--- src/core/mic_pkg.sv ---
// Constants, field layouts and carrier types of the interrupt controller.
package mic_pkg;

	// Number of arbitrated sources
	localparam int          MIC_NUM_SRC        = 12;
	localparam int          MIC_SRC_W          = 4;

	// Register byte addresses on the APB side
	localparam logic [11:0] MIC_ADDR_EN_MASK   = 12'h0A8;
	localparam logic [11:0] MIC_ADDR_EXT_EN    = 12'h0B0;
	localparam logic [11:0] MIC_ADDR_PRIO      = 12'h0B4;
	localparam logic [11:0] MIC_ADDR_STATUS    = 12'h0B8;

	// Enable register field positions
	localparam int          MIC_EN_GLOBAL      = 7;
	localparam int          MIC_EN_SPARE       = 6;
	localparam int          MIC_EN_TIMER2      = 5;
	localparam int          MIC_EN_SERIAL      = 4;
	localparam int          MIC_EN_TIMER1      = 3;
	localparam int          MIC_EN_EXT1        = 2;
	localparam int          MIC_EN_TIMER0      = 1;
	localparam int          MIC_EN_EXT0        = 0;

	// Status register field positions
	localparam int          MIC_ST_REQ_LSB     = 0;
	localparam int          MIC_ST_INSVC_LO    = 12;
	localparam int          MIC_ST_INSVC_HI    = 13;
	localparam int          MIC_ST_BUSY        = 14;
	localparam int          MIC_ST_SRC_LSB     = 16;

	// Reset values
	localparam logic [7:0]  MIC_EN_MASK_RESET  = 8'h00;
	localparam logic [5:0]  MIC_EXT_EN_RESET   = 6'h00;
	localparam logic [11:0] MIC_PRIO_RESET     = 12'h000;

	// Vector addresses
	localparam logic [15:0] MIC_VEC_RESET      = 16'h0000;
	localparam logic [15:0] MIC_VEC_BASE       = 16'h0003;
	localparam int          MIC_VEC_SHIFT      = 3;

	// Sources whose pending flag hardware clears on vectoring
	localparam logic [11:0] MIC_HW_CLEAR_MASK  = 12'h00F;

	// Timing in system clocks
	localparam logic [2:0]  MIC_CALL_CYCLES    = 3'h4;

	// Raw pending flags from the peripherals
	typedef struct packed {
		logic       ext0_pending;
		logic       timer0_overflow_pending;
		logic       ext1_pending;
		logic       timer1_overflow_pending;
		logic       serial_receive_pending;
		logic       serial_transmit_pending;
		logic       timer2_high_overflow;
		logic       timer2_low_overflow;
		logic       twowire_pending;
		logic       adc_window_pending;
		logic       adc_done_pending;
		logic       pca_counter_pending;
		logic [2:0] pca_module_pending;
		logic       cmp_fall_pending;
		logic       cmp_rise_pending;
	} mic_flags_s;

	// Long call request toward the CPU sequencer
	typedef struct packed {
		logic                 start;
		logic [15:0]          vector;
		logic [MIC_SRC_W-1:0] src;
		logic                 high;
	} mic_call_s;

endpackage : mic_pkg

--- src/core/mic_pick.sv ---
// Fixed-order picker: lowest requesting index wins.
`timescale 1ns/10ps
`default_nettype none

module mic_pick
	import mic_pkg::*;
#(
	parameter int N = MIC_NUM_SRC,
	parameter int W = MIC_SRC_W
) (
	input  wire logic [N-1:0] req,
	output logic              any,
	output logic [W-1:0]      idx
);

	// Scan from the top down so the lowest index is written last
	// fixed order pick
	always_comb begin
		any = 1'b0;
		idx = '0;
		for (int i = N - 1; i >= 0; i--) begin
			if (req[i]) begin
				any = 1'b1;
				idx = W'(i);
			end
		end
	end

endmodule : mic_pick

`default_nettype wire

--- src/core/mic_intc.sv ---
// Interrupt controller top: APB registers, arbitration, long call sequencing.
//
// Chosen here: the APB interface to the registers.
`timescale 1ns/10ps
`default_nettype none

module mic_intc
	import mic_pkg::*;
#(
	parameter int AW = 12
) (
	input  wire logic          pclk,
	input  wire logic          presetn,
	input  wire logic          psel,
	input  wire logic          penable,
	input  wire logic          pwrite,
	input  wire logic [AW-1:0] paddr,
	input  wire logic [31:0]   pwdata,
	input  wire logic [3:0]    pstrb,
	output logic [31:0]        prdata,
	output logic               pready,
	output logic               pslverr,
	input  wire mic_flags_s    flags,
	input  wire logic          instr_done,
	input  wire logic          instr_is_return,
	output mic_call_s          call,
	output logic               call_busy,
	output logic               isr_enter,
	output logic [3:0]         hw_clear
);

	// Call sequencing states
	typedef enum logic [0:0] {
		MIC_IDLE,
		MIC_CALL
	} mic_state_e;

	// Software visible registers
	logic [7:0]            interrupt_enable_mask;
	logic [7:0]            next_interrupt_enable_mask;
	logic [5:0]            ext_enable;
	logic [5:0]            next_ext_enable;
	logic [11:0]           prio;
	logic [11:0]           next_prio;
	logic [31:0]           next_prdata;

	// Detection stage
	logic [11:0]           pend_q;
	logic [11:0]           next_pend_q;

	// Sequencing state
	mic_state_e            state;
	mic_state_e            next_state;
	logic [2:0]            call_cnt;
	logic [2:0]            next_call_cnt;
	logic                  insvc_lo;
	logic                  next_insvc_lo;
	logic                  insvc_hi;
	logic                  next_insvc_hi;
	mic_call_s             next_call;
	logic                  next_isr_enter;
	logic [3:0]            next_hw_clear;

	// Arbitration signals
	logic [11:0]           src_en;
	logic [11:0]           req;
	logic [11:0]           req_hi;
	logic [11:0]           req_lo;
	logic                  any_hi;
	logic                  any_lo;
	logic [MIC_SRC_W-1:0]  idx_hi;
	logic [MIC_SRC_W-1:0]  idx_lo;
	logic                  take;
	logic                  take_hi;
	logic [MIC_SRC_W-1:0]  take_idx;

	// Bus decode
	logic                  setup;
	logic                  access;
	logic                  hit_en_mask;
	logic                  hit_ext;
	logic                  hit_prio;
	logic                  hit_status;
	logic                  mapped;
	logic [31:0]           status_word;

	// APB handshake: zero wait states, read data is latched in setup
	assign setup       = psel && !penable;
	assign access      = psel && penable;
	assign hit_en_mask = (paddr == AW'(MIC_ADDR_EN_MASK));
	assign hit_ext     = (paddr == AW'(MIC_ADDR_EXT_EN));
	assign hit_prio    = (paddr == AW'(MIC_ADDR_PRIO));
	assign hit_status  = (paddr == AW'(MIC_ADDR_STATUS));
	assign mapped      = hit_en_mask || hit_ext || hit_prio || hit_status;
	assign pready      = access;
	// Unmapped addresses and writes to the read-only status answer with an error
	assign pslverr     = access && (!mapped || (pwrite && hit_status));

	// Shared vectors fold paired flags into one request line
	// shared source lines
	always_comb begin
		next_pend_q     = '0;
		next_pend_q[0]  = flags.ext0_pending;
		next_pend_q[1]  = flags.timer0_overflow_pending;
		next_pend_q[2]  = flags.ext1_pending;
		next_pend_q[3]  = flags.timer1_overflow_pending;
		next_pend_q[4]  = flags.serial_receive_pending || flags.serial_transmit_pending;
		next_pend_q[5]  = flags.timer2_high_overflow || flags.timer2_low_overflow;
		next_pend_q[6]  = flags.twowire_pending;
		next_pend_q[7]  = flags.adc_window_pending;
		next_pend_q[8]  = flags.adc_done_pending;
		next_pend_q[9]  = flags.pca_counter_pending || (|flags.pca_module_pending);
		next_pend_q[10] = flags.cmp_fall_pending;
		next_pend_q[11] = flags.cmp_rise_pending;
	end

	// Per-source enable vector; spare flag deliberately not used here
	// per-source enable bits
	assign src_en = {ext_enable,
			interrupt_enable_mask[MIC_EN_TIMER2],
			interrupt_enable_mask[MIC_EN_SERIAL],
			interrupt_enable_mask[MIC_EN_TIMER1],
			interrupt_enable_mask[MIC_EN_EXT1],
			interrupt_enable_mask[MIC_EN_TIMER0],
			interrupt_enable_mask[MIC_EN_EXT0]};

	assign req    = interrupt_enable_mask[MIC_EN_GLOBAL] ? (pend_q & src_en) : 12'h000;
	assign req_hi = req & prio;
	assign req_lo = req & ~prio;

	// One picker per priority level
	mic_pick #(
		.N (MIC_NUM_SRC),
		.W (MIC_SRC_W)
	) u_pick_hi (
		.req (req_hi),
		.any (any_hi),
		.idx (idx_hi)
	);

	mic_pick #(
		.N (MIC_NUM_SRC),
		.W (MIC_SRC_W)
	) u_pick_lo (
		.req (req_lo),
		.any (any_lo),
		.idx (idx_lo)
	);

	// Entry decision, evaluated on every clock from the sampled flags
	// decode each cycle
	always_comb begin
		take     = 1'b0;
		take_hi  = 1'b0;
		take_idx = idx_lo;
		if (insvc_hi) begin
			take = 1'b0;
		end else if (insvc_lo) begin
			take     = any_hi;
			take_hi  = any_hi;
			take_idx = idx_hi;
		end else if (any_hi) begin
			take     = 1'b1;
			take_hi  = 1'b1;
			take_idx = idx_hi;
		end else begin
			take     = any_lo;
		end
		// Only at an ordinary instruction boundary while no call runs
		// no entry on return boundary
		if (state != MIC_IDLE || !instr_done || instr_is_return) begin
			take = 1'b0;
		end
	end

	// Call sequencing, nesting levels and hardware flag clears
	always_comb begin
		next_state     = state;
		next_call_cnt  = call_cnt;
		next_insvc_lo  = insvc_lo;
		next_insvc_hi  = insvc_hi;
		next_call      = call;
		next_call.start = 1'b0;
		next_isr_enter = 1'b0;
		next_hw_clear  = 4'h0;
		unique case (state)
			MIC_IDLE: begin
				// Return pops the innermost level; pending flags re-arbitrate later
				// re-entry after return
				if (instr_done && instr_is_return) begin
					if (insvc_hi) begin
						next_insvc_hi = 1'b0;
					end else begin
						next_insvc_lo = 1'b0;
					end
				end
				if (take) begin
					next_state        = MIC_CALL;
					next_call_cnt     = MIC_CALL_CYCLES;
					next_call.start   = 1'b1;
					next_call.src     = take_idx;
					next_call.high    = take_hi;
					next_call.vector  = 16'(MIC_VEC_BASE + (16'(take_idx) << MIC_VEC_SHIFT));
					next_hw_clear     = MIC_HW_CLEAR_MASK[3:0] & 4'(12'h001 << take_idx);
					if (take_hi) begin
						next_insvc_hi = 1'b1;
					end else begin
						next_insvc_lo = 1'b1;
					end
				end
			end
			MIC_CALL: begin
				// Count the call cycles; the routine starts after the last
				next_call_cnt = 3'(call_cnt - 3'h1);
				if (call_cnt == 3'h1) begin
					next_state     = MIC_IDLE;
					next_isr_enter = 1'b1;
				end
			end
		endcase
	end

	assign call_busy = (state == MIC_CALL);

	// Register writes take effect in the access phase only
	always_comb begin
		next_interrupt_enable_mask = interrupt_enable_mask;
		next_ext_enable            = ext_enable;
		next_prio                  = prio;
		if (access && pwrite && pstrb[0]) begin
			if (hit_en_mask) begin
				next_interrupt_enable_mask = pwdata[7:0];
			end
			if (hit_ext) begin
				next_ext_enable = pwdata[5:0];
			end
		end
		// Priority spans two byte lanes
		if (access && pwrite && hit_prio) begin
			if (pstrb[0]) begin
				next_prio[7:0] = pwdata[7:0];
			end
			if (pstrb[1]) begin
				next_prio[11:8] = pwdata[11:8];
			end
		end
	end

	// Status word shows live requests and nesting state
	always_comb begin
		status_word = 32'h0000_0000;
		status_word[MIC_ST_REQ_LSB +: 12]          = req;
		status_word[MIC_ST_INSVC_LO]               = insvc_lo;
		status_word[MIC_ST_INSVC_HI]               = insvc_hi;
		status_word[MIC_ST_BUSY]                   = call_busy;
		status_word[MIC_ST_SRC_LSB +: MIC_SRC_W]   = call.src;
	end

	// Read mux, captured in setup so prdata comes from a flop
	always_comb begin
		next_prdata = prdata;
		if (setup && !pwrite) begin
			next_prdata = 32'h0000_0000;
			if (hit_en_mask) begin
				next_prdata[7:0] = interrupt_enable_mask;
			end else if (hit_ext) begin
				next_prdata[5:0] = ext_enable;
			end else if (hit_prio) begin
				next_prdata[11:0] = prio;
			end else if (hit_status) begin
				next_prdata = status_word;
			end
		end
	end

	// Register all state; reset points the call vector at the reset entry
	always_ff @(posedge pclk or negedge presetn) begin
		if (!presetn) begin
			interrupt_enable_mask <= MIC_EN_MASK_RESET;
			ext_enable            <= MIC_EXT_EN_RESET;
			prio                  <= MIC_PRIO_RESET;
			prdata                <= 32'h0000_0000;
			pend_q                <= 12'h000;
			state                 <= MIC_IDLE;
			call_cnt              <= 3'h0;
			insvc_lo              <= 1'b0;
			insvc_hi              <= 1'b0;
			call                  <= '{start: 1'b0, vector: MIC_VEC_RESET,
						src: '0, high: 1'b0};
			isr_enter             <= 1'b0;
			hw_clear              <= 4'h0;
		end else begin
			interrupt_enable_mask <= next_interrupt_enable_mask;
			ext_enable            <= next_ext_enable;
			prio                  <= next_prio;
			prdata                <= next_prdata;
			pend_q                <= next_pend_q;
			state                 <= next_state;
			call_cnt              <= next_call_cnt;
			insvc_lo              <= next_insvc_lo;
			insvc_hi              <= next_insvc_hi;
			call                  <= next_call;
			isr_enter             <= next_isr_enter;
			hw_clear              <= next_hw_clear;
		end
	end

endmodule : mic_intc

`default_nettype wire

--- config.mk ---
export PLATFORM = sky130hd
export DESIGN_NAME = mic_intc
export DESIGN_NICKNAME = d
export VERILOG_FILES = /design/src/core/mic_pkg.sv /design/src/core/mic_pick.sv /design/src/core/mic_intc.sv
export SDC_FILE = /design/constraint.sdc
export NUM_CORES = 1
export LEC_CHECK = 0
export BUFFER_PORTS_ARGS = -buffer_cell sky130_fd_sc_hd__buf_2
export CAP_MARGIN = 20
export CORE_ASPECT_RATIO = 1.4
export CORE_UTILIZATION = 40
export DETAILED_ROUTE_END_ITERATION = 8
export GPL_TIMING_DRIVEN = 0
export PLACE_DENSITY = 0.69
export SYNTH_ARGS = -nofsm -noshare
export SYNTH_HDL_FRONTEND = slang
export SYNTH_HIERARCHICAL = 1
export SYNTH_SLANG_ARGS = --single-unit
--- constraint.sdc ---
create_clock -name pclk -period 2.5 [get_ports pclk]
set_clock_uncertainty 0.05 [all_clocks]
set_input_delay 0.5 -clock pclk [delete_from_list [all_inputs] [get_ports pclk]]
set_output_delay 0.5 -clock pclk [all_outputs]
set_load 0.03 [all_outputs]
# After elaboration in Yosys (flattened, before gate mapping)
# Cells that the tools add are included.
[classes] add_sub_neg=2 eq_ne=6 n_shift=1 n_mux=84 n_bitwise=5 n_reduce_logical=28
[op_table] cell="$mux W4" count=29
[op_table] cell="$eq A12 B8 Y1 const B" count=4
[op_table] cell="$mux W22" count=2
[op_table] cell="$mux W1" count=42
[op_table] cell="$and A12 B12 Y12" count=3
[op_table] cell="$mux W12" count=2
[op_table] cell="$mux W24" count=1
[op_table] cell="$mux W20" count=1
[op_table] cell="$mux W8" count=2
[op_table] cell="$mux W14" count=1
[op_table] cell="$not A12 Y12" count=1
[op_table] cell="$reduce_and A2 Y1" count=5
[op_table] cell="$logic_and A1 B1 Y1" count=9
[op_table] cell="$logic_or A1 B1 Y1" count=9
[op_table] cell="$add A2 B7 Y8 const A" count=1
[op_table] cell="$mux W6" count=1
[op_table] cell="$pmux W3 S2" count=1
[op_table] cell="$logic_not A1 Y1" count=4
[op_table] cell="$shl A1 B4 Y4 const A" count=1
[op_table] cell="$eq A3 B1 Y1 const B" count=1
[op_table] cell="$mux W3" count=1
[op_table] cell="$reduce_or A3 Y1" count=1
[op_table] cell="$sub A3 B1 Y3 const B" count=1
[op_table] cell="$ne A2 B2 Y1 const B" count=1
[op_table] cell="2 further kinds" count=2
[totals] regBits=103 input_bits=72 output_inout_bits=62

# Longest topological paths before layout
# Gate-level depths: netlist of run 1.
[logic_depth] ltp_word=21 ltp_mapped=10 mapped_depth_nobuf=8

# Modules after synthesis
# Netlist of run 1, hierarchy kept.
[modules_own_cells] mod="mic_intc" instances=1 cells_per_inst=312 area_per_inst_um2=3599.7 seq_area_each_um2=1876.8
[modules_own_cells] mod="mic_pick" instances=2 cells_per_inst=22 area_per_inst_um2=128.9 seq_area_each_um2=0.0

# Worst setup path before layout of run 1
# OpenSTA, ideal clock, no wires.
[synth_path] path_kind="register to register" from="reg interrupt_enable_mask[7]" to="reg hw_clear[1]" setup_ns=0.105 arrival_ns=2.278 path_slack_ns=0.066 path_stages_with_launch=9 synth_period_minus_slack_ns=2.434 path_cell_list="dfrtp_1 > clkbuf_1 > and3_1 > and2_1 > nor4_1 > nand3_1 > o21bai_2 > mux2i_1 > nor4b_1"
[synth_between] word_cells_on_any_way=61
[synth_lines] element="start: declaration" line_no="mic_intc.sv:39" text="logic [7:0] interrupt_enable_mask;"
[synth_lines] element="start signal: assignment" line_no="mic_intc.sv:293" text="interrupt_enable_mask <= next_interrupt_enable_mask;"
[synth_lines] element="$mux W12 (*)" line_no="mic_intc.sv:127" text="assign req = interrupt_enable_mask[MIC_EN_GLOBAL] ? (pend_q & src_en) : 12'h000;"
[synth_lines] element="$and A12 B12 Y12 (*)" line_no="mic_intc.sv:128" text="assign req_hi = req & prio;"
[synth_lines] element="via req_hi[8]" line_no="mic_intc.sv:67" text="logic [11:0] req_hi;"
[synth_lines] element="$mux W1 (*) (9 in a row)" line_no="mic_pick.sv:22" text="if (req[i]) begin"
[synth_lines] element="via any_hi" line_no="mic_intc.sv:69" text="logic any_hi;"
[synth_lines] element="$mux W4 or $mux W1 (tied branches)" line_no="mic_intc.sv:162" text="end else if (any_hi) begin"
[synth_lines] element="$mux W4 or $mux W1 (tied branches)" line_no="mic_intc.sv:158" text="end else if (insvc_lo) begin"
[synth_lines] element="$mux W4 or $mux W1 (tied branches)" line_no="mic_intc.sv:156" text="if (insvc_hi) begin"
[synth_lines] element="$shl A1 B4 Y4 or $mux W1 (tied branches)" line_no="mic_intc.sv:204, mic_intc.sv:171"
[synth_lines] element="$mux W4 (*)" line_no="mic_intc.sv:197" text="if (take) begin"
[synth_lines] element="$mux W4 (*)" line_no="mic_intc.sv:186" text="unique case (state)"
[synth_lines] element="via next_hw_clear[1]" line_no="mic_intc.sv:62" text="logic [3:0] next_hw_clear;"
[synth_lines] element="end signal: assignment" line_no="mic_intc.sv:304" text="hw_clear <= next_hw_clear;"
[synth_lines] element="end: declaration" line_no="mic_intc.sv:29" text="output logic [3:0] hw_clear"
# The timed path passes the listed nets; every way through them passes the cells marked *.
# A chain may end at the register's enable or synchronous reset.

# Final worst setup path of run 1
[layout_path] from="reg interrupt_enable_mask[7]" to="reg hw_clear[1]"
[layout_between] word_cells_on_any_way=61
[layout_lines] element="$mux W12 (*)" line_no="mic_intc.sv:127"
[layout_lines] element="$and A12 B12 Y12 (*)" line_no="mic_intc.sv:128"
[layout_lines] element="via req_hi[9]" line_no="mic_intc.sv:67"
[layout_lines] element="$mux W1 (*) (10 in a row)" line_no="mic_pick.sv:22"
[layout_lines] element="via any_hi" line_no="mic_intc.sv:69"
[layout_lines] element="$mux W4 or $mux W1 (tied branches)" line_no="mic_intc.sv:162"
[layout_lines] element="$mux W4 or $mux W1 (tied branches)" line_no="mic_intc.sv:158"
[layout_lines] element="$mux W4 or $mux W1 (tied branches)" line_no="mic_intc.sv:156"
[layout_lines] element="$shl A1 B4 Y4 or $mux W1 (tied branches)" line_no="mic_intc.sv:204, mic_intc.sv:171"
[layout_lines] element="$mux W4 (*)" line_no="mic_intc.sv:197"
[layout_lines] element="$mux W4 (*)" line_no="mic_intc.sv:186"
[layout_lines] element="via next_hw_clear[1]" line_no="mic_intc.sv:62"
# Marks and branches as above.

==> results of run 1 <==
## final cells by class
class	count	area, um2	share of cell area
Clock buffer	12	246	0.0480
Timing Repair Buffer	105	601	0.117
Sequential cell	75	1880	0.365
Buffer	35	250	0.0487
Clock inverter	4	26.3	0.00511
Multi-Input combinational cell	252	1950	0.379
Tap cell	110	138	0.0268
Inverter	15	56.3	0.0110
## logic make-up after synthesis
kind of cell | Yosys count
AOI/OAI and AO/OA | 76
DFF | 75
xor gates and xnor gates | 1
and+or+nand+nor | 119
muxes | 31
adders and majority gates | 2
buffers and inverters | 51
other | 1
## registers in the layout (all words and copies together), names as in the netlist
| name | cells |
|---|---|
| call | 7 |
| prdata | 19 |
| interrupt_enable_mask | 8 |
| insvc_lo | 1 |
| insvc_hi | 1 |
| pend_q | 12 |
| isr_enter | 1 |
| call_cnt | 3 |
| call_busy | 1 |
| ext_enable | 6 |
| prio | 12 |
| hw_clear | 4 |
## worst min path at each step
stage / start / endpoint / slack [ns] / cells past startpoint
5_1_grt: flags[7] / pend_q[7] / 0.20 / 1
6_report: flags[8] / pend_q[6] / 0.22 / 1
2_1_floorplan: presetn / call[0] / 0.15 / 0
3_3_place_gp: call_cnt[2] / isr_enter / 0.40 / 1
3_5_place_dp: presetn / call[6] / 0.25 / 1
4_1_cts: flags[15] / pend_q[1] / 0.21 / 1
## cell usage after synthesis, types with 2 or more instances
master     n  share of area
o21ai_1    5         0.0065
mux2i_1    4          0.010
or2_2      2         0.0032
nor4_2     4          0.013
nor2_1     9         0.0088
and3_1    12          0.019
and4b_1    2         0.0052
inv_2      3         0.0029
o22ai_1    2         0.0032
o31ai_1    2         0.0039
mux2_1     2         0.0058
o221ai_1   7          0.016
a21oi_1    9          0.012
nor3_1     6         0.0078
dfrtp_1   75           0.49
o31a_1     2         0.0045
buf_4     28          0.054
o22a_1     6          0.014
nand3_1    9          0.012
nand2_1   21          0.020
nor2b_1   19          0.031
o21ai_0   16          0.021
or4_1      2         0.0039
nor4_1     4         0.0065
nor4b_4    2          0.012
nor4b_1    3         0.0068
a22o_1     8          0.018
and2_1    13          0.021
mux2_2    25          0.073
nor3_4     2         0.0084
a22oi_1   13          0.025
ha_1       2         0.0065
a211oi_1   2         0.0039
inv_1     12          0.012
nor2_2     2         0.0032
clkbuf_1   6         0.0058
## routing by layer
metal  wire length [um]  share of wire  vias to the layer above  global-route usage
met3                414          0.044                       24              0.0496
met2               5070           0.54                      100               0.361
met1               3610           0.38                     1489               0.220
met5                  0              0                        -                   0
met4                379          0.040                        0               0.105
li1                   -              -                     1519                   -
## cells in the final DEF (no fill, tap or decap), drive strengths merged, types with 2 or more instances in the layout
| master | n |
|---|---|
| a211oi | 2 |
| a21oi | 9 |
| a22o | 8 |
| a22oi | 13 |
| and2 | 13 |
| and3 | 12 |
| and4b | 2 |
| buf | 135 |
| clkbuf | 16 |
| clkinv | 3 |
| conb | 23 |
| dfrtp | 75 |
| ha | 2 |
| inv | 15 |
| mux2 | 27 |
| mux2i | 4 |
| nand2 | 22 |
| nand3 | 9 |
| nor2 | 11 |
| nor2b | 19 |
| nor3 | 9 |
| nor4 | 9 |
| nor4b | 5 |
| o21ai | 21 |
| o221ai | 7 |
| o22a | 6 |
| o22ai | 2 |
| o31a | 2 |
| o31ai | 2 |
| or2 | 2 |
| or4 | 2 |
## power by group through the flow
stage	Combinational, mW	Sequential [mW]	Clock [mW]
floorplan	0.107	1.26	0
global placement	0.195	1.25	0
detailed placement	0.205	1.25	0
CTS	0.209	1.23	1.19
global route	0.225	1.23	1.25
finish	0.208	1.23	1.17
## stage by stage
step	TNS, ns	total power, mW	utilization	area [um2]	setup WS [ns]
after floorplan	0	1.36	-	3940	0.0664
after global placement	-6.02	1.45	0.480	4520	-0.613
after detailed placement	-6.27	1.46	0.484	4550	-0.649
after CTS	0	2.63	0.534	5030	0.0396
after global routing	-0.281	2.71	0.546	5140	-0.0657
final	0	2.60	0.546	5140	0.0486
## timing repair
item | in CTS | in global routing
endpoints found under the setup margin | 16 | 11
resized for setup | 22 | 30
gates cloned | 0 | 0
pin swaps | 5 | 6
endpoints found under the hold margin | 1 | 0
setup buffers | 11 | 4
hold buffers | 1 | 0
## critical path: stages (launching register included)
cell	delay (ns)
dfrtp_1	0.39
buf_6	0.14
and3_4	0.16
and2_4	0.17
nor4_4	0.34
nand3_2	0.17
o21bai_4	0.29
mux2i_4	0.37
nor4b_4	0.26
==> summary.md, run 1 <==
| Metric | Value |
|---|---|
| Fin cells | 608 |
| Via density per instance | 5.15 |
| Synth Area in Adders | 0.00649 |
| Sequential share of power | 0.473 |
| Min-delay worst type | in2reg |
| Sw frac | 0.232 |
| F_max | 408 MHz |
| Die width | 85.0 um |
| DR vias | 3132 |
| Capture point of the worst path | hw_clear[1] |
| Router iterations before antenna repair | 6 |
| Status | finished with violations |
| Nets | 567 |
| RSZ-0062 raised after global routing | true |
| Critical path origin | interrupt_enable_mask[7] |
| IO buf count | 88 |
| Failing checks | design-rule violations |
| Final period utilization | 0.981 |
| Post-Syn Area per Cell | 10.8 um2 |
| P_sw | 604 uW |
| Reg clk slew, reported paths | 0.06 ns |
| Placed cell count | 577 |
| Min Hold Slack | 0.217 ns |
| ANT cells | 0 |
| Top FF cell, synth | dfrtp_1 |
| Area Growth Syn to Fin | 33.2% |
| Crit Reg-Reg Endpoint | hw_clear[1] |
| Critical path class | reg2reg |
| Minimum clock period | 2.45 ns |
| CP required | 2.69 ns |
| Synthesized area | 3860 um2 |
| Max clock buf depth | 2 |
| Leak | 2.62 nW |
| Simple logic cell fraction of the synthesized area | 0.200 |
| Vias in the first global route | 3170 |
| Worst-path maximum fanout | 10 |
| Die H | 118 um |
| EDFF count, synth | 0 |
| DR iter-0 viols | 103 |
| Detailed placement HPWL | 7000 um |
| RD Place Congestion | 0.829 |
| Max-Cap Viols | 0 |
| Max-slew headroom | 0.583 |
| Compound-Gate Fraction of Synth Area | 0.137 |
| H-tree depth | 3 |
| Die Footprint | 10000 um2 |
| First-pass GRT wire length | 15500 um |
| # clock sinks | 75 |
| Clock power frac | 0.448 |
| CTS tree | built |
| Core ar. | 9410 um2 |
| Multiplexer share of the synthesized area | 0.0892 |
| Power per cell area | 507 nW/um2 |
| Remaining antenna violation count after routing | 0 |
| Proportion of layout cells with a drive suffix above 1 | 0.446 |
| Largest net degree at the start of global routing | 75 |
| Hold Violations, Final | 0 |
| # IOs | 134 |
| Ys Warns | 6 |
| Cell variety after synth | 51 |
| Row Count | 42 |
| Total gr overflow | 0 |
| Filler Cell Count | 838 |
| CP Launch Type | flop |
| Root Driver | clkbuf_16 |
| Worst R2R Start | interrupt_enable_mask[7] |
| Initial Util | 0.410 |
| Remaining routing DRC violations | 1 |
| Post-synth ARST share | 1.00 |
| R2R depth | 8 |
| Yosys reg bits | 75 |
| Initial antenna violation count | 0 |
| DR WL/cell | 15.6 um |
| Maximum vdd drop | 0.328 mV |
| Reg2reg setup slack | 0.05 ns |
| Post-Syn Instances | 356 |
| Slew @ Worst Pin | 0.626 ns |
| Final number of setup-violating endpoints | 0 |
| Skew-Pair Late Insertion Delay | 0.34 ns |
| Arr. time, crit path | 2.64 ns |
| P_int | 2.00 mW |
| Total CTS buffers | 9 |
| Seq/Total Area, Yosys | 0.487 |
| Gr usage total | 0.203 |
| Post-Route WL | 9480 um |
| Crit end category | flop |
| Comb power frac | 0.080 |
| Final Slew Violations | 0 |
| XOR/XNOR share of the synthesized area | 0.00227 |
| Largest family of logic cells by synthesized area | simple AND/OR/NAND/NOR gates |
Power figures use the tool's default switching activity.
==> inputs of run 2 (changes only) <==
--- a/config.mk
+++ b/config.mk
@@ -5,13 +5,13 @@
 export SDC_FILE = /design/constraint.sdc
 export NUM_CORES = 1
 export LEC_CHECK = 0
+export ABC_AREA = 1
 export BUFFER_PORTS_ARGS = -buffer_cell sky130_fd_sc_hd__buf_2
 export CAP_MARGIN = 20
-export CORE_ASPECT_RATIO = 1.4
 export CORE_UTILIZATION = 40
 export DETAILED_ROUTE_END_ITERATION = 8
 export GPL_TIMING_DRIVEN = 0
-export PLACE_DENSITY = 0.69
+export PLACE_DENSITY = 0.68
 export SYNTH_ARGS = -nofsm -noshare
 export SYNTH_HDL_FRONTEND = slang
 export SYNTH_HIERARCHICAL = 1
==> run 2 against run 1 <==
The run ends with negative hold slack left. Hold slack worse by 0.22 ns. Combinational power up 8%. Final area up 0.88%. First-iteration DRC count rose to 2.5 times the previous value. Global-route usage down 0.24 points. Flip-flop and latch count unchanged. Via count up 21%. Die area up 9.8%. Cell count up 34%. Maximum frequency up 3.6%. Critical path type is now in2out. Critical endpoint is now pslverr. Largest cell class is now sequential cells. Largest power group unchanged. Highest routed layer unchanged.
==> summary.md, run 2 <==
| Metric | Value |
|---|---|
| Reg clk slew, reported paths | 0.10 ns |
| Root Driver | clkbuf_8 |
| EDFF count, synth | 0 |
| Initial Util | 0.411 |
| Top FF cell, synth | dfrtp_1 |
| Post-route cell area | 5180 um2 |
| Vias in the first global route | 3651 |
| Initial antenna violation count | 0 |
| Cell variety after synth | 36 |
| Via density per instance | 4.66 |
| Core ar. | 10300 um2 |
| ANT cells | 0 |
| Remaining routing DRC violations | 0 |
| Commonest cells after routing, fill and taps aside | nand2_1 (135), buf_2 (89), inv_1 (79) |
| Placed Area | 4970 um2 |
| Max-Cap Viols | 0 |
| Post-Route WL | 10300 um |
| CP Launch Type | primary input |
| Nets | 745 |
| Detailed placement HPWL | 8040 um |
| Final number of setup-violating endpoints | 0 |
| Seq/Total Area, Yosys | 0.442 |
| IO buf count | 88 |
| Post-Syn Instances | 549 |
| Postcts setup bufs | 0 |
| Area Growth Syn to Fin | 22.1% |
| Gr usage total | 0.201 |
| Total gr overflow | 0 |
| Top cells by count, synth | nand2_1 (135), inv_1 (79), dfrtp_1 (75) |
| Synthesized area | 4250 um2 |
| Skew-Pair Late Insertion Delay | 0.36 ns |
| Biggest regs | prdata (19), pend_q (12), prio (12) |
| F_max | 422 MHz |
| Remaining antenna violation count after routing | 0 |
| Router iterations before antenna repair | 5 |
| Hold-fix buffers, CTS | 0 |
| Max clock buf depth | 2 |
| Worst-path maximum fanout | 9 |
| DR WL/cell | 12.7 um |
| CTS tree | built |
| Die Footprint | 11000 um2 |
| Proportion of layout cells with a drive suffix above 1 | 0.302 |
| # IOs | 134 |
| Minimum clock period | 2.37 ns |
| DR iter-0 viols | 258 |
| Post-synth ARST share | 1.00 |
| Yosys reg bits | 75 |
| Total negative slack | 0 ns |
| Die width | 105 um |
| Post-Syn Area per Cell | 7.74 um2 |
| Final Slew Violations | 0 |
| # clock sinks | 75 |
| Filler Cell Count | 1019 |
| H-tree depth | 3 |
| Hold Violations, Final | 3 |
| Top-count cell post-synth | nand2_1 |
| Final period utilization | 0.947 |
| Min-delay worst type | in2async |
| Maximum vdd drop | 0.228 mV |
| Row Count | 37 |
| Min Hold Slack | -0.00132 ns |
| Largest register FFs | 19 |
| Status | finished with violations |
| Largest net degree at the start of global routing | 49 |
| Leading area contributor after synthesis | dfrtp_1 |
| CP required | 1.95 ns |
| Leak | 2.79 nW |
| Top-area cell type share of the netlist area | 0.442 |
| Failing checks | negative hold slack |
| Top cells by area, synth | dfrtp_1 (44%), nand2_1 (12%), inv_1 (7.0%) |
| RSZ-0062 raised after global routing | false |
| Critical path class | in2out |
| Total CTS buffers | 9 |
| Largest Register | prdata |
| Ys Warns | 6 |
| Crit end category | primary output |
| DR vias | 3783 |
| Power per cell area | 451 nW/um2 |
| Commonest non-fill, non-tap cell in the layout | nand2_1 |
| Die H | 105 um |
| RD Place Congestion | 0.882 |
| Core Util, Final | 0.502 |
| First-pass GRT wire length | 17400 um |
| Arr. time, crit path | 1.82 ns |
[run 2: changes by cell type after synthesis, moves of 8 or more]
cell	change
a22o_1	-8
nand3_1	+37
o21ai_2	+16
inv_1	+67
mux2_2	-25
nand2_1	+114
nor2_1	+48
a22oi_1	-13
nand2_2	+8
and3_1	-11
and2_1	-13
nor2b_1	-19
[run 2: stage by stage]
step	total power [mW]	hold slack (ns)	setup slack, ns	instances
2_1_floorplan	1.39	0.154	0.210	571
3_3_place_gp	1.47	0.411	0.0132	795
3_5_place_dp	1.48	0.401	0.0140	796
4_1_cts	2.36	0.00269	0.0139	812
5_1_grt	2.45	0.0142	0.0143	812
6_report	2.34	-0.00132	0.133	812
[run 2: report_power, final]
| part | switching, mW | leakage [nW] | internal, mW | total, mW |
|---|---|---|---|---|
| Combinational | 0.145 | 1.70 | 0.0789 | 0.224 |
| Sequential | 0.00590 | 1.01 | 1.22 | 1.23 |
| Clock | 0.512 | 0.0868 | 0.374 | 0.886 |
[run 2: cell families after synthesis]
group	after synthesis	synth area share
compound gates	64	0.0946
other cells	1	0.000883
simple gates	283	0.311
flops	75	0.442
buf+inv	124	0.146
fa+ha+maj	2	0.00589
[run 2: cell type report]
| class | count | area (um2) | area share |
|---|---|---|---|
| multi-input cells | 372 | 1860 | 0.359 |
| flip-flops and latches | 75 | 1880 | 0.362 |
| inverters | 85 | 319 | 0.0615 |
| plain buffers | 39 | 303 | 0.0584 |
| repair buffers | 89 | 470 | 0.0907 |
| well taps | 136 | 170 | 0.0328 |
| clock inverters | 7 | 58.8 | 0.0113 |
| clock buffers | 9 | 124 | 0.0239 |
[run 2: worst paths after layout]
kind / startpoint / endpoint / slack (ns) / depth (start not counted)
setup / recovery: paddr[1] / pslverr / 0.13 / 8
hold / removal: presetn / prdata[0] / -0.001 / 1
setup reg to reg: interrupt_enable_mask[7] / hw_clear[1] / 0.22 / 11
hold reg to reg: prdata[9] / prdata[9] / 0.43 / 2
max in group asynchronous: presetn / pend_q[9] / 1.84 / 2
min in group pclk: flags[1] / pend_q[10] / 0.18 / 1
[run 2: metal layers]
layer,vias to the layer above,part of all wire,GRT usage
met2,116,0.46,0.320
li1,1911,-,-
met3,14,0.055,0.0412
met4,0,0.013,0.0614
met5,-,0,0
met1,1742,0.47,0.274
[run 2: timing repair]
| action | 4_1_cts | 5_1_grt |
|---|---|---|
| gates cloned | 0 | 0 |
| endpoints found under the setup margin | 1 | 11 |
| endpoints found under the hold margin | 0 | 0 |
| gates resized for setup | 1 | 10 |
[run 2: critical path: stages]
cell and delay (ns):
buf_2 0.12, nor2_4 0.24, nand2_2 0.10, nor2_4 0.22
nand2_1 0.21, o21ai_0 0.19, nor3_1 0.06, buf_2 0.17
